`src/hdl/vid_timing_pkg.sv`:
```
// Purpose: shared constants for the video sync timing generator
// Assumes: one mclk domain, acquisition and display rates as enables
// Notes: bus addresses are decoded on the latched address byte, the acquisition compare on its low seven bits only
package vid_timing_pkg;
    localparam int PIX_W = 8;
    localparam int LINE_W = 9;
    localparam int SHIFT_W = 2;
    localparam int N_ACQ_GATE = 3;
    // display set/clear pairs: mute, sync, frame key x3, disp gate x2
    localparam int N_DISP_SRP = 7;
    localparam int SRP_MUTE = 0;
    localparam int SRP_SYNC = 1;
    localparam int SRP_KEY0 = 2;
    localparam int SRP_GATE0 = 5;
    localparam int N_IRQ = 4;
    localparam int IRQ_ACQ_LINE = 0;
    localparam int IRQ_GATE = 1;
    localparam int IRQ_OVL = 2;
    localparam int IRQ_DISP = 3;
    localparam logic [3:0] IRQ_ACQ_MASK = 4'h7;
    localparam logic [7:0] ADDR_DISP_LINE_RST = 8'h14;
    localparam logic [7:0] ADDR_SNAPSHOT = 8'h15;
    localparam logic [7:0] ADDR_PLL_CTRL = 8'h3d;
    localparam logic [7:0] ADDR_IRQ_CLR_BASE = 8'h30;
    localparam logic [6:0] ADDR_ACQ_IRQ_CMP = 7'h40;
    localparam int PLL_ACQ_LINE_IRQ_BIT = 1;
    localparam int PLL_OVL_IRQ_BIT = 2;
    localparam int PLL_GATE_IRQ_BIT = 3;
    localparam logic [7:0] PLL_CTRL_RST = 8'h00;
    localparam logic [8:0] ACQ_IRQ_CMP_RST = 9'h1ff;
endpackage : vid_timing_pkg

```
`src/hdl/srp_if.sv`:
```
// Purpose: carrier between timing core and one set/clear generator
// Assumes: count and compares share one width
// Notes: ok terms gate the compares, clear beats set inside generator
`timescale 1ns/1ps
interface srp_if #(parameter int W = 8);
    logic ce;
    logic [W-1:0] count;
    logic [W-1:0] set_val;
    logic [W-1:0] clr_val;
    logic set_ok;
    logic clr_ok;
    logic q;
    modport gen(input ce, count, set_val, clr_val, set_ok, clr_ok,
                output q);
    modport user(output ce, count, set_val, clr_val, set_ok, clr_ok,
                 input q);
endinterface : srp_if

```
`src/hdl/gate_fine_shift.sv`:
```
// Purpose: delays a gate by zero to three enable periods
// Assumes: shift setting is static while the gate runs
// Notes: both edges move together since the whole level is delayed
`timescale 1ns/1ps
module gate_fine_shift (
    input wire logic mclk,
    input wire logic resetn,
    input wire logic ce,
    input wire logic d,
    input wire logic [1:0] shift,
    output logic q
);
    typedef struct packed {
        logic [2:0] pipe;
        logic q;
    } st_t;
    st_t s_q, s_d;
    logic [3:0] taps;

    assign taps = {s_q.pipe, d};

    always_comb begin
        s_d = s_q;
        if (ce) begin
            s_d.pipe = {s_q.pipe[1:0], d};
            s_d.q = taps[shift];
        end
    end

    always_ff @(posedge mclk or negedge resetn) begin
        if (!resetn) begin
            s_q <= '0;
        end else begin
            s_q <= s_d;
        end
    end

    assign q = s_q.q;
endmodule : gate_fine_shift

```
`src/hdl/set_clear_pulse.sv`:
```
// Purpose: one programmable set/clear pulse generator
// Assumes: compares act only on enable cycles
// Notes: equal set and clear values keep the output low while clr_ok is set
`timescale 1ns/1ps
module set_clear_pulse (
    input wire logic mclk,
    input wire logic resetn,
    srp_if.gen p
);
    typedef struct packed {
        logic q;
    } st_t;
    st_t s_q, s_d;

    always_comb begin
        s_d = s_q;
        if (p.ce) begin
            if (p.clr_ok && p.count == p.clr_val) begin
                s_d.q = 1'b0;
            end else if (p.set_ok && p.count == p.set_val) begin
                s_d.q = 1'b1;
            end
        end
    end

    always_ff @(posedge mclk or negedge resetn) begin
        if (!resetn) begin
            s_q <= '0;
        end else begin
            s_q <= s_d;
        end
    end

    assign p.q = s_q.q;
endmodule : set_clear_pulse

```
`src/hdl/video_sync_timing_generator.sv`:
```
// Purpose: acquisition and display sync timing, captures and interrupts
// Assumes: acq_ce and disp_ce are one-cycle enables from clock dividers
// Notes: set/clear outputs lag their compares by two mclk, read strobe three at zero shift; timing values on ports, acquisition interrupt setup on the bus
`timescale 1ns/1ps
module video_sync_timing_generator #(
    parameter int PIX_W = vid_timing_pkg::PIX_W,
    parameter int LINE_W = vid_timing_pkg::LINE_W
) (
    input wire logic mclk,
    input wire logic resetn,
    input wire logic acq_ce,
    input wire logic disp_ce,
    input wire logic ale,
    input wire logic [7:0] ad_in,
    input wire logic write_strobe_n,
    input wire logic acq_line_reset_pulse,
    input wire logic acq_field_pulse,
    input wire logic overlay_window_input,
    input wire logic disp_line_reset_pulse,
    input wire logic disp_field_pulse,
    input wire logic [PIX_W-1:0] acq_pix_term,
    input wire logic [PIX_W-1:0] acq_hpos,
    input wire logic [2:0][PIX_W-1:0] acq_gate_set,
    input wire logic [2:0][PIX_W-1:0] acq_gate_clr,
    input wire logic [LINE_W-1:0] acq_win_open,
    input wire logic [LINE_W-1:0] acq_win_close,
    input wire logic [LINE_W-1:0] gate_start_line,
    input wire logic [LINE_W-1:0] gate_stop_count,
    input wire logic [PIX_W-1:0] disp_pix_term,
    input wire logic [6:0][PIX_W-1:0] disp_set,
    input wire logic [6:0][PIX_W-1:0] disp_clr,
    input wire logic [6:0] disp_set_en,
    input wire logic [6:0] disp_clr_en,
    input wire logic [1:0] disp_gate_shift,
    input wire logic [LINE_W-1:0] disp_line_irq_cmp,
    output logic clamp_control_out,
    output logic field_mem_write_strobe,
    output logic field_mem_input_strobe,
    output logic acq_horizontal_pulse,
    output logic disp_horizontal_pulse,
    output logic video_mute_window,
    output logic disp_sync_output,
    output logic frame_key_window,
    output logic field_mem_read_strobe,
    output logic acq_irq_out,
    output logic disp_irq_out,
    output logic [PIX_W-1:0] acq_field_edge_position,
    output logic [LINE_W-1:0] acq_field_line_capture,
    output logic [PIX_W-1:0] disp_field_edge_position,
    output logic [LINE_W-1:0] disp_field_line_capture,
    output logic [PIX_W-1:0] overlay_rise_position,
    output logic [PIX_W-1:0] overlay_fall_position,
    output logic [3:0] interrupt_status_source
);
    generate
        if (PIX_W < 2 || PIX_W > 8 || LINE_W != 9) begin : g_bad
            $error("counter widths not supported by the 9-bit bus path");
        end
    endgenerate

    typedef struct packed {
        logic [PIX_W-1:0] acq_pix;
        logic [LINE_W-1:0] acq_line;
        logic [LINE_W-1:0] gate_cnt;
        logic gate_en;
        logic win;
        logic seen;
        logic r1_prev;
        logic vi1_prev;
        logic ovl_prev;
        logic r2_prev;
        logic vi2_prev;
        logic [PIX_W-1:0] disp_pix;
        logic [LINE_W-1:0] disp_line;
        logic hu;
        logic hi;
        logic [6:0] set_en;
        logic [6:0] clr_en;
        logic [2:0] gates;
        logic mute;
        logic sync;
        logic fkey;
        logic rdstb;
        logic [PIX_W-1:0] afep;
        logic [LINE_W-1:0] aflc;
        logic [PIX_W-1:0] dfep;
        logic [LINE_W-1:0] dflc;
        logic [PIX_W-1:0] orise;
        logic [PIX_W-1:0] ofall;
        logic [3:0] irq;
        logic [7:0] pll;
        logic [LINE_W-1:0] acq_cmp;
        logic [7:0] addr;
        logic wr_prev;
        logic it1;
        logic it2;
    } st_t;
    st_t s_q, s_d;

    logic wr;
    logic snap;
    logic [8:0] wdat9;
    logic r1_rise, vi1_rise, ovl_rise, ovl_fall, r2_rise, vi2_rise;
    logic acq_adv, disp_adv, vi1_hit;
    logic [2:0] acq_q;
    logic [6:0] disp_q;
    logic dgate_shifted;
    logic [3:0] irq_set, irq_clr;

    // write takes effect on the falling strobe edge, once per access
    assign wr = s_q.wr_prev && !write_strobe_n;
    assign wdat9 = {s_q.addr[7], ad_in};
    assign snap = wr && s_q.addr == vid_timing_pkg::ADDR_SNAPSHOT;
    assign r1_rise = acq_ce && acq_line_reset_pulse && !s_q.r1_prev;
    assign vi1_rise = acq_ce && acq_field_pulse && !s_q.vi1_prev;
    assign ovl_rise = acq_ce && overlay_window_input && !s_q.ovl_prev;
    assign ovl_fall = acq_ce && !overlay_window_input && s_q.ovl_prev;
    assign r2_rise = disp_ce && disp_line_reset_pulse && !s_q.r2_prev;
    assign vi2_rise = disp_ce && disp_field_pulse && !s_q.vi2_prev;
    assign acq_adv = r1_rise ||
        (acq_ce && s_q.acq_pix == acq_pix_term);
    assign disp_adv = r2_rise ||
        (disp_ce && s_q.disp_pix == disp_pix_term);
    // edges outside the vertical window are discarded
    assign vi1_hit = vi1_rise && s_q.win;

    srp_if #(.W(PIX_W)) acq_if[vid_timing_pkg::N_ACQ_GATE] ();
    srp_if #(.W(PIX_W)) disp_if[vid_timing_pkg::N_DISP_SRP] ();

    generate
        for (genvar i = 0; i < vid_timing_pkg::N_ACQ_GATE; i++) begin : g_acq
            assign acq_if[i].ce = acq_ce;
            assign acq_if[i].count = s_q.acq_pix;
            assign acq_if[i].set_val = acq_gate_set[i];
            assign acq_if[i].clr_val = acq_gate_clr[i];
            // later gates may only start inside the vertical gate
            assign acq_if[i].set_ok = (i == 0) ? 1'b1 : s_q.gate_en;
            assign acq_if[i].clr_ok = 1'b1;
            assign acq_q[i] = acq_if[i].q;
            set_clear_pulse u_gate (
                .mclk(mclk),
                .resetn(resetn),
                .p(acq_if[i])
            );
        end
        for (genvar j = 0; j < vid_timing_pkg::N_DISP_SRP; j++) begin : g_disp
            assign disp_if[j].ce = disp_ce;
            assign disp_if[j].count = s_q.disp_pix;
            assign disp_if[j].set_val = disp_set[j];
            assign disp_if[j].clr_val = disp_clr[j];
            assign disp_if[j].set_ok = s_q.set_en[j];
            assign disp_if[j].clr_ok = s_q.clr_en[j];
            assign disp_q[j] = disp_if[j].q;
            set_clear_pulse u_edge (
                .mclk(mclk),
                .resetn(resetn),
                .p(disp_if[j])
            );
        end
    endgenerate

    gate_fine_shift u_shift (
        .mclk(mclk),
        .resetn(resetn),
        .ce(disp_ce),
        .d(disp_q[vid_timing_pkg::SRP_GATE0] |
           disp_q[vid_timing_pkg::SRP_GATE0+1]),
        .shift(disp_gate_shift),
        .q(dgate_shifted)
    );

    always_comb begin
        irq_set = '0;
        irq_clr = '0;
        for (int k = 0; k < vid_timing_pkg::N_IRQ; k++) begin
            irq_clr[k] = wr && s_q.addr ==
                vid_timing_pkg::ADDR_IRQ_CLR_BASE + 8'(k);
        end
        s_d = s_q;
        s_d.hu = 1'b0;
        s_d.wr_prev = write_strobe_n;
        if (ale) begin
            s_d.addr = ad_in;
        end
        if (wr && s_q.addr == vid_timing_pkg::ADDR_PLL_CTRL) begin
            s_d.pll = wdat9[7:0];
        end
        if (wr && s_q.addr[6:0] == vid_timing_pkg::ADDR_ACQ_IRQ_CMP) begin
            s_d.acq_cmp = wdat9[LINE_W-1:0];
        end
        // acquisition horizontal
        if (acq_ce) begin
            s_d.r1_prev = acq_line_reset_pulse;
            s_d.vi1_prev = acq_field_pulse;
            s_d.ovl_prev = overlay_window_input;
            s_d.acq_pix = acq_adv ? '0 : s_q.acq_pix + 1'b1;
        end
        s_d.hi = s_q.acq_pix == acq_hpos;
        if (ovl_rise) begin
            s_d.orise = s_q.acq_pix;
            irq_set[vid_timing_pkg::IRQ_OVL] =
                s_q.pll[vid_timing_pkg::PLL_OVL_IRQ_BIT];
        end
        if (ovl_fall) begin
            s_d.ofall = s_q.acq_pix;
        end
        // acquisition vertical, advanced once per acquisition line
        if (acq_adv) begin
            s_d.acq_line = s_q.acq_line + 1'b1;
            if (s_q.win && s_q.acq_line == acq_win_close) begin
                s_d.win = 1'b0;
                if (!s_q.seen) begin
                    s_d.acq_line = '0;
                    s_d.aflc = s_q.acq_line;
                end
            end else if (!s_q.win && s_q.acq_line == acq_win_open) begin
                s_d.win = 1'b1;
                s_d.seen = 1'b0;
            end
            if (s_d.acq_line == s_q.acq_cmp) begin
                irq_set[vid_timing_pkg::IRQ_ACQ_LINE] =
                    s_q.pll[vid_timing_pkg::PLL_ACQ_LINE_IRQ_BIT];
            end
            if (s_q.acq_line == gate_start_line) begin
                s_d.gate_cnt = '0;
                s_d.gate_en = 1'b1;
            end else if (s_q.gate_en) begin
                if (s_q.gate_cnt == gate_stop_count) begin
                    s_d.gate_en = 1'b0;
                    irq_set[vid_timing_pkg::IRQ_GATE] =
                        s_q.pll[vid_timing_pkg::PLL_GATE_IRQ_BIT];
                end else begin
                    s_d.gate_cnt = s_q.gate_cnt + 1'b1;
                end
            end
        end
        if (vi1_hit) begin
            s_d.afep = s_q.acq_pix;
            s_d.aflc = s_q.acq_line;
            s_d.acq_line = '0;
            s_d.seen = 1'b1;
        end
        // display side
        if (disp_ce) begin
            s_d.r2_prev = disp_line_reset_pulse;
            s_d.vi2_prev = disp_field_pulse;
            s_d.disp_pix = disp_adv ? '0 : s_q.disp_pix + 1'b1;
        end
        if (disp_adv) begin
            s_d.hu = 1'b1;
            // staged enables switch together, once per line
            s_d.set_en = disp_set_en;
            s_d.clr_en = disp_clr_en;
            s_d.disp_line = s_q.disp_line + 1'b1;
            if (s_d.disp_line == disp_line_irq_cmp) begin
                irq_set[vid_timing_pkg::IRQ_DISP] = 1'b1;
            end
        end
        if (wr && s_q.addr == vid_timing_pkg::ADDR_DISP_LINE_RST) begin
            s_d.disp_line = '0;
        end
        if (vi2_rise) begin
            s_d.dfep = s_q.disp_pix;
            s_d.dflc = s_q.disp_line;
        end
        if (snap) begin
            s_d.afep = s_q.acq_pix;
            s_d.aflc = s_q.acq_line;
            s_d.dfep = s_q.disp_pix;
            s_d.dflc = s_q.disp_line;
        end
        s_d.gates = acq_q;
        s_d.mute = disp_q[vid_timing_pkg::SRP_MUTE];
        s_d.sync = disp_q[vid_timing_pkg::SRP_SYNC];
        s_d.fkey = |disp_q[vid_timing_pkg::SRP_KEY0 +: 3];
        s_d.rdstb = dgate_shifted;
        // a new event beats a clear in the same cycle
        s_d.irq = (s_q.irq & ~irq_clr) | irq_set;
        s_d.it1 = |(s_d.irq & vid_timing_pkg::IRQ_ACQ_MASK);
        s_d.it2 = s_d.irq[vid_timing_pkg::IRQ_DISP];
    end

    always_ff @(posedge mclk or negedge resetn) begin
        if (!resetn) begin
            s_q <= '0;
            s_q.pll <= vid_timing_pkg::PLL_CTRL_RST;
            s_q.acq_cmp <= vid_timing_pkg::ACQ_IRQ_CMP_RST;
            s_q.wr_prev <= 1'b1;
        end else begin
            s_q <= s_d;
        end
    end

    assign clamp_control_out = s_q.gates[0];
    assign field_mem_write_strobe = s_q.gates[1];
    assign field_mem_input_strobe = s_q.gates[2];
    assign acq_horizontal_pulse = s_q.hi;
    assign disp_horizontal_pulse = s_q.hu;
    assign video_mute_window = s_q.mute;
    assign disp_sync_output = s_q.sync;
    assign frame_key_window = s_q.fkey;
    assign field_mem_read_strobe = s_q.rdstb;
    assign acq_irq_out = s_q.it1;
    assign disp_irq_out = s_q.it2;
    assign acq_field_edge_position = s_q.afep;
    assign acq_field_line_capture = s_q.aflc;
    assign disp_field_edge_position = s_q.dfep;
    assign disp_field_line_capture = s_q.dflc;
    assign overlay_rise_position = s_q.orise;
    assign overlay_fall_position = s_q.ofall;
    assign interrupt_status_source = s_q.irq;
endmodule : video_sync_timing_generator

```
`config.mk`:
```
export PLATFORM = sky130hd
export DESIGN_NAME = video_sync_timing_generator
export DESIGN_NICKNAME = d
export VERILOG_FILES = /design/src/hdl/vid_timing_pkg.sv /design/src/hdl/srp_if.sv /design/src/hdl/gate_fine_shift.sv /design/src/hdl/set_clear_pulse.sv /design/src/hdl/video_sync_timing_generator.sv
export SDC_FILE = /design/constraint.sdc
export NUM_CORES = 1
export LEC_CHECK = 0
export ABC_AREA = 1
export BUFFER_PORTS_ARGS = -buffer_cell sky130_fd_sc_hd__buf_2
export CORE_MARGIN = 3
export CORE_UTILIZATION = 58
export CTS_BUF_LIST = sky130_fd_sc_hd__clkbuf_2
export DETAILED_ROUTE_END_ITERATION = 8
export PLACE_DENSITY = 0.84
export SLEW_MARGIN = 20
export SYNTH_ARGS = -nofsm -noshare
export SYNTH_HDL_FRONTEND = slang
export SYNTH_HIERARCHICAL = 1
export SYNTH_SLANG_ARGS = --single-unit
```
`constraint.sdc`:
```
create_clock -name mclk -period 4.63 [get_ports mclk]
set_input_delay 0.6945 -clock mclk [delete_from_list [all_inputs] [get_ports mclk]]
set_output_delay 0.6945 -clock mclk [all_outputs]
set_load 0.1 [all_outputs]
```
# [Word level (Yosys, flattened, before mapping)]
# Index checks and enable logic that the tools add are counted.
[op_classes] n_reduce_logical=87 eq_ne=40 n_bitwise=4 mux=53 addsub=5 magnitude_cmp=1
[ops] op="8-bit == test" n=23
[ops] op="9-bit 2-to-1 mux" n=9
[ops] op="9-bit == test" n=6
[ops] op="1-bit logical AND" n=42
[ops] op="8-bit by 6-bit == test with 1-bit output (second input constant)" n=5
[ops] op="17-bit 2-to-1 mux" n=2
[ops] op="34-bit 2-to-1 mux" n=1
[ops] op="2-bit nonzero test" n=17
[ops] op="1-bit 2-to-1 mux" n=32
[ops] op="10-bit 2-to-1 mux" n=3
[ops] op="9-bit by 1-bit adder with 9-bit output (second input constant)" n=3
[ops] op="2-bit AND reduction" n=11
[ops] op="21-bit 2-to-1 mux" n=1
[ops] op="8-bit by 1-bit adder with 8-bit output (second input constant)" n=2
[ops] op="8-bit by 5-bit == test with 1-bit output (second input constant)" n=2
[ops] op="8-bit 2-to-1 mux" n=2
[ops] op="3-bit AND reduction" n=3
[ops] op="1-bit zero test" n=8
[ops] op="7-bit == test (second input constant)" n=1
[ops] op="3-bit nonzero test" n=2
[ops] op="3-bit OR reduction" n=2
[ops] op="4-bit bitwise AND" n=1
[ops] op="2-bit 2-to-1 mux" n=2
[ops] op="2-bit != test (second input constant)" n=2
[ops] op="other kinds (7)" n=8
[totals] register_bits=166 elab_cells=237 output_inout_bits=65 in_bits=264

# [Longest topological paths before layout]
# Gate-level depths: netlist of the first run.
[depth] word_depth=9 mapped_depth=16 ltp_nobuf=15

# [Modules after synthesis]
# Netlist of the first run, hierarchy kept.
[by_module_without_submodules] module="video_sync_timing_generator" area_per_inst_um2=7699.9 seq_area_each_um2=3766.1 instances=1 cells_each=910
[by_module_without_submodules] module="set_clear_pulse" area_per_inst_um2=324.1 seq_area_each_um2=25.0 instances=10 cells_each=67
[by_module_without_submodules] module="gate_fine_shift" area_per_inst_um2=192.7 seq_area_each_um2=100.1 instances=1 cells_each=27

# [Least setup slack after synthesis of the first run]
# No wires, ideal clock.
[synth_path] path_kind="register -> output" from="register s_q (netlist bit interrupt_status_source[3])" to="output interrupt_status_source[3]" required_ns=3.936 setup_slack_ns=2.600 path_buffers=1 path_stages_with_launch=2 arrival_time_ns=1.335 cell_sequence="dfrtp_1 > buf_4"
[synth_lines] element="start: declaration" line="video_sync_timing_generator.sv:98" source="st_t s_q, s_d;"
[synth_lines] element="end: declaration" line="video_sync_timing_generator.sv:53" source="output logic [3:0] interrupt_status_source"
# No word-level cell between the ends.

# [Worst setup path in the final report of the first run]
[layout_path] from="register s_q (netlist bit disp_if[0].count[7])" to="register s_q[111] (netlist bit)"
[layout_via] elab_chain_cells=4
[layout_rtl] element="8-bit == test" line="video_sync_timing_generator.sv:123" source="(disp_ce && s_q.disp_pix == disp_pix_term);"
[layout_rtl] element="1-bit logical AND" line="video_sync_timing_generator.sv:123"
[layout_rtl] element="1-bit logical OR" line="video_sync_timing_generator.sv:122" source="assign disp_adv = r2_rise ||"
[layout_rtl] element="2-bit nonzero test (no source line)"
# No other way between the ends.
# A chain may end at the register's enable or synchronous reset.

==> metrics.txt, run 1 <==
# IOs 329; core area 0.0188 mm^2; Seq/Total Area, Yosys 37.0%; Post-CTS Setup Bufs 0; Layout area overhead 16.0%; critical path's top delay family flip-flops; die width 145 um; Mapped Area 0.0111 mm^2; Syn Area/Cell 6.93 um^2; CP Capture Type flop; Cell Pwr Density 427 mW/mm^2; vias 10800; CP Class reg -> reg; Fillers 1641; min Tclk post-route 2.80 ns; fmax 0.357 GHz; Slew Viols, Final 0; vias per cell 5.03; GRT Util Overall 28.4%; post-synthesis compound-gate area fraction 8.95%; final net count 2157; CP cell instances inv_1, o21ai_0, nor3_1, nand4_1, nand2_1, buf_4, inv_2, nand2_1, o22ai_1; Die Area 0.0209 mm^2; routability cong. 0.951; Leakage Power 6.95 nW; GRT overflow 0; Synth Warn # 6; Max-Slew Margin vs Limit 38.9%; Hold Path Class in -> reg; Initial Util 59.3%; first-pass GRT wire length 47100 um; drt drc 0; Hold Slack 0.136 ns; peak fanout along the critical path 29; Synth Area in Simple Gates 30.5%; Cell Area, Placed 0.0126 mm^2; H-tree lvl count 4; setup TNS 0 ns; reg-to-reg startpoint disp_if[0].count[7]$_DFFE_PN0P_; clock root cell clkbuf_2; CP required 5.28 ns; post-cts gate resize count 0; startpoint types flop; RSZ-0062 raised after global routing false; drt first pass iters 5; Max Cap Viol 0; outcome completed; EDFF count, synth 0; #FFs+latches synth 164; IR drop worst, VDD 0.599 mV; ratio of cells with drive above 1 in the final layout 26.9%; antenna violations before repair 8; XOR/XNOR Fraction of Synth Area 8.16%; post-route ant nets 0; CTS tree built; CP startpoint disp_if[0].count[7]$_DFFE_PN0P_; detailed placement HPWL 23900 um; Final Hold Viols 0; mux contribution to synthesized area 0.809%; TritonCTS Buffers 17; ys flop type dfrtp_1; Total Wirelength 30400 um; Clk Latency, worst-skew pair 0.74 ns; Rows 50; Max clock buf depth 2; Yosys cell types 44; Finish-stage setup viols 0; Tcrit/Tclk final 60.5%; Worst Hold Launch disp_clr_en[4]; DR WL/cell 14.2 um; Sink Count 164; number of global-route vias before repair 9910; worst path bufs/invs 3; design area 0.0129 mm^2; Async SR Flop Fraction 100%; Synth Area in Adders 0.562%; cells after synthesis 1607; largest net degree at the start of global routing 94; largest family of logic cells by synthesized area simple AND/OR/NAND/NOR gates; die height 145 um; Worst Tran Pin Value 0.916 ns; max incr delay on CP 1.00 ns; Final Power 5.51 mW; WP data arrival 3.45 ns; CP dominant cell by count nand2_1; CP max stage cell dfrtp_1; Starting DRT DRC Count 717; Clock Skew 0.0362 ns; PortBufs 328; clk slew on worst S/H paths 0.26 ns
-- area by class of cell --
| type | instances | area, um^2 | share of cell area, % |
|---|---|---|---|
| multi-input cells | 1095 | 5480 | 42.4 |
| flip-flops and latches | 164 | 4120 | 31.9 |
| repair buffers | 339 | 1740 | 13.4 |
| inverters | 271 | 1020 | 7.90 |
| well taps | 234 | 293 | 2.27 |
| clock inverters | 15 | 156 | 1.21 |
| clock buffers | 17 | 85.1 | 0.659 |
| diodes | 12 | 30.0 | 0.233 |
-- metal layers --
| metal | share of wire [%] | GRT usage, % | vias to the layer above |
|---|---|---|---|
| met3 | 7.6 | 5.62 | 64 |
| met5 | 0 | 0 | - |
| met2 | 48 | 46.8 | 412 |
| li1 | - | - | 5471 |
| met1 | 41 | 36.3 | 4859 |
| met4 | 3.2 | 12.5 | 0 |
-- cell usage after synthesis, types with 10 or more instances --
library cell | instances | area (um^2)
buf_2 | 15 | 75.1
dfrtp_1 | 154 | 3850
or2_2 | 26 | 163
nand4_1 | 23 | 144
o22ai_1 | 17 | 106
a21oi_1 | 49 | 245
a21oi_2 | 10 | 87.6
buf_4 | 56 | 420
dfstp_2 | 10 | 263
nor2_1 | 173 | 649
inv_1 | 231 | 867
nand3_1 | 65 | 325
xnor2_1 | 72 | 631
nand2_2 | 23 | 144
nor3_1 | 20 | 100
o21ai_0 | 73 | 365
nor2_2 | 22 | 138
inv_2 | 37 | 139
o21ai_1 | 26 | 130
xor2_1 | 28 | 245
nand2_1 | 423 | 1590
-- stage by stage --
| stage | instances | utilization, % | setup WS, ns |
|---|---|---|---|
| 2_1_floorplan | 1610 | - | 2.60 |
| 3_3_place_gp | 2101 | 67.2 | 1.94 |
| 3_5_place_dp | 2101 | 67.2 | 1.89 |
| 4_1_cts | 2135 | 68.6 | 1.86 |
| 5_1_grt | 2143 | 68.7 | 1.51 |
| 6_report | 2147 | 68.8 | 1.83 |
-- worst reg2reg max path: cells and delay by family, from the launching register on --
family / cells / cell delay [ns]
buffers and inverters: 3 / 0.75
AND/OR/NAND/NOR: 4 / 0.51
flip-flops: 1 / 1.00
AO/OA/AOI/OAI: 2 / 0.46
-- power breakdown --
group	internal (mW)	switching (mW)	total, mW
Clock	0.223	0.563	0.786
Combinational	0.753	1.92	2.67
Sequential	1.73	0.319	2.05
-- registers in the layout (all words and copies together), names as in the netlist, 8 cells and up --
signal / count
s_q: 55
acq_field_line_capture: 9
disp_field_line_capture: 9
acq_field_edge_position: 8
acq_if.count: 8
disp_field_edge_position: 8
disp_if.count: 8
overlay_fall_position: 8
overlay_rise_position: 8
-- worst paths after layout --
path                                                  to  slack, ns  depth (start not counted)
max                                 s_q[111]$_DFFE_PN0P_       1.83                          9
min                        disp_if[4].clr_ok$_DFFE_PN0N_       0.14                          3
max reg2reg                         s_q[111]$_DFFE_PN0P_       1.83                          9
min reg2reg                  video_mute_window$_DFF_PN0_       0.38                          0
max in group asynchronous            s_q[18]$_DFFE_PN1P_       2.93                          3
min in group asynchronous   acq_if[1].set_ok$_DFFE_PN0N_       0.59                          2
-- logic make-up after synthesis --
logic type                 after synthesis
DFF                                    164
xor gates and xnor gates               102
and+or+nand+nor                        794
muxes                                    8
buffers and inverters                  351
adders and majority gates                5
other                                    1
AOI/OAI and AO/OA                      182
-- layout by cell type, fill, tap and decap left out, drive strengths merged, types with 4 or more instances in the layout --
cell type,n
nand3,66
or2,30
diode,12
nor3,20
nand2,447
a21oi,59
dfstp,10
nand4,23
ha,5
nor4,6
buf,337
clkbuf,17
o21ai,100
conb,4
o22ai,17
mux2,8
xor2,30
nor2,197
xnor2,72
dfrtp,154
inv,282
-- what timing repair did --
item	in CTS	in global routing
hold buffers	2	0
setup endpoints to repair	0	0
endpoints found under the hold margin	89	0
Note: power is estimated with default switching activity, not from simulation.
==> run 2, diff against run 1 <==
Settings changed: CORE_UTILIZATION 58 to 54, PLACE_DENSITY 0.84 to 0.79.
Clock period 4.63 ns to 2.8 ns, I/O delays scaled along.
==> run 2 against run 1 <==
Against the previous run: worst setup slack got worse by 1.7 ns; total power grew 67%; critical path type unchanged; die area is 7.1% higher.
==> metrics.txt, run 2 (synthesis gave the netlist of run 1 again) <==
number of global-route vias before repair 10800 (+9.5%); Min-Delay Path Depth 5 (+2); PortBufs 328 (unchanged); Initial Util 56.1% (-3.2 points); Placed Cells 2142 (+2.0%); Clk Latency, worst-skew pair 0.73 ns (about the same); post-route ant nets 0 (unchanged); die height 150 um (+3.5%); Final Power 9.23 mW (+67%); setup TNS 0 ns (unchanged); Internal Dissipation 4.56 mW (+68%); Hold Slack 0.0533 ns (-0.0831 ns); Die Area 0.0224 mm^2 (+7.1%); most common cell after layout, fill and taps aside nand2_1; Hold Path Class in -> reg; Layout area overhead 22.1%; Fillers 1693 (+3.2%); design area 0.0136 mm^2 (+5.3%); Total Wirelength 32700 um (+7.7%); Leakage Power 7.22 nW (+3.9%); vias per cell 5.06 (+0.61%); startpoint types flop; Tcrit/Tclk final 94.8% (+34 points); Max clock buf depth 2 (unchanged); routability cong. 0.942 (-0.93%); # IOs 329 (unchanged); outcome completed; clock share of power 13.4% (-0.9 points); worst slack, placed 0.677 ns (-1.22 ns); H-tree lvl count 4 (unchanged); Max-Slew Margin vs Limit 53.6% (+15 points); antenna violations before repair 3 (-5); sw frac 50.6% (-0.25 points); ratio of cells with drive above 1 in the final layout 26.4% (-0.45 points); Worst Tran Pin Value 0.697 ns (-0.219 ns); DR WL/cell 14.6 um (+3.3%); Cell Pwr Density 679 mW/mm^2 (+59%); GRT overflow 0 (unchanged); hold endpoint g_disp[3].u_edge/p.q$_DFFE_PN0P_; Starting DRT DRC Count 706 (-1.5%); Worst Hold Launch disp_clr[26]; first-pass GRT wire length 52200 um (+11%); clock root cell clkbuf_2; Seq pwr share 36.2% (-1.0 points); GRT Util Overall 29.0% (+0.67 points); fmax 0.377 GHz (+5.6%); Sink Count 164 (unchanged); clk slew on worst S/H paths 0.27 ns (about the same); final net count 2227 (+3.2%); reg-to-reg startpoint disp_if[0].count[2]$_DFFE_PN0P_; CP Capture Type flop; Rows 51 (+2.0%); drt drc 0 (unchanged); peak fanout along the critical path 12 (-59%); Final Hold Viols 0 (unchanged); post-cts gate resize count 0 (unchanged); detailed placement HPWL 24900 um (+4.2%); Slew Viols, Final 0 (unchanged); PnR worst setup slack 0.146 ns (-1.68 ns); Finish-stage setup viols 0 (unchanged); worst reg2reg path depth 8 (-1); CTS tree built; Cell Area, Placed 0.0127 mm^2 (+1.0%); RSZ-0062 raised after global routing false; Max Cap Viol 0 (unchanged); drt first pass iters 5 (unchanged); core area 0.0198 mm^2 (+5.7%); Largest Register s_q; worst reg2reg path endpoint g_disp[4].u_edge/p.q$_DFFE_PN0P_; WP data arrival 3.36 ns (-0.09 ns); register-to-register setup slack 0.15 ns (-1.68 ns); most frequent cells in the layout 423 x nand2_1, 327 x buf_2, 231 x inv_1; min Tclk post-route 2.65 ns (-0.147 ns); Clock Skew 0.0394 ns (+0.00323 ns); Finished Core Util 68.5% (-0.28 points); TritonCTS Buffers 17 (unchanged); final std cells w/o fill 2239 (+4.3%); CP required 3.51 ns (-1.77 ns); largest net degree at the start of global routing 66 (-30%); IR drop worst, VDD 0.823 mV (+37%); max FFs per register 55 (unchanged); vias 11300 (+4.9%); net switching power 4.67 mW (+67%); CP Class reg -> reg; Gate power share 50.3% (+1.8 points); die width 150 um (+3.5%)
-- run 2: cell count changes in the layout (fill, tap and decap cells not counted), sizes merged, moves of 5 or more --
cell / change
clkinv: +5
buf: +10
inv: -9
diode: -9
dlygate4sd3: +60
-- run 2: what timing repair did --
| action | CTS | global route |
|---|---|---|
| setup buffers | 0 | 0 |
| hold endpoints to repair | 106 | 0 |
| setup endpoints to repair | 0 | 0 |
| hold buffers | 62 | 0 |
-- run 2: worst max-delay path: stages (launching register included) --
cell and delay (ns):
dfrtp_1 0.62, buf_4 0.36, xnor2_1 0.18, nand2_1 0.07, dlygate4sd3_1 0.57, nor2_2 0.10
nand2_1 0.05, dlygate4sd3_1 0.57, a21oi_2 0.12
-- run 2: layer usage --
layer  track usage [%]  vias up  wire [um]
li1                  -     5588          -
met3              5.18       63       2400
met2              50.3      455      16100
met1              36.7     5232      13300
met5                 0        -          0
met4              9.98        0        894
-- run 2: final cells by class --
cell class | count | area (um^2) | area share, %
diodes | 3 | 7.51 | 0.0552
well taps | 265 | 332 | 2.44
multi-input cells | 1095 | 5480 | 40.3
clock inverters | 13 | 128 | 0.939
inverters | 271 | 1020 | 7.50
clock buffers | 19 | 95.1 | 0.699
repair buffers | 409 | 2420 | 17.8
flip-flops and latches | 164 | 4120 | 30.3
-- run 2: worst max path at each step --
stage	start	endpoint	slack, ns	depth (start not counted)
finish	disp_if[0].count[2]$_DFFE_PN0P_	g_disp[4].u_edge/p.q$_DFFE_PN0P_	0.15	8
global route	disp_if[0].count[0]$_DFFE_PN0P_	interrupt_status_source[3]$_DFF_PN0_	0.06	12
CTS	disp_if[0].count[2]$_DFFE_PN0P_	g_disp[1].u_edge/p.q$_DFFE_PN0P_	0.20	8
detailed placement	acq_if[0].count[7]$_DFFE_PN0P_	s_q[135]$_DFFE_PN0P_	0.68	12
global placement	acq_if[0].count[7]$_DFFE_PN0P_	s_q[137]$_DFFE_PN0P_	0.76	12
floorplan	disp_if[0].count[1]$_DFFE_PN0P_	disp_if[0].set_ok$_DFFE_PN0N_	0.84	11
-- run 2: power by group through the flow --
| stage | sequential, mW | clock, mW | combinational [mW] |
|---|---|---|---|
| after floorplan | 3.41 | 0 | 3.67 |
| after global placement | 3.37 | 0 | 4.43 |
| after detailed placement | 3.38 | 0 | 4.51 |
| after CTS | 3.34 | 1.27 | 4.62 |
| after global routing | 3.42 | 1.37 | 5.02 |
| final | 3.35 | 1.24 | 4.64 |
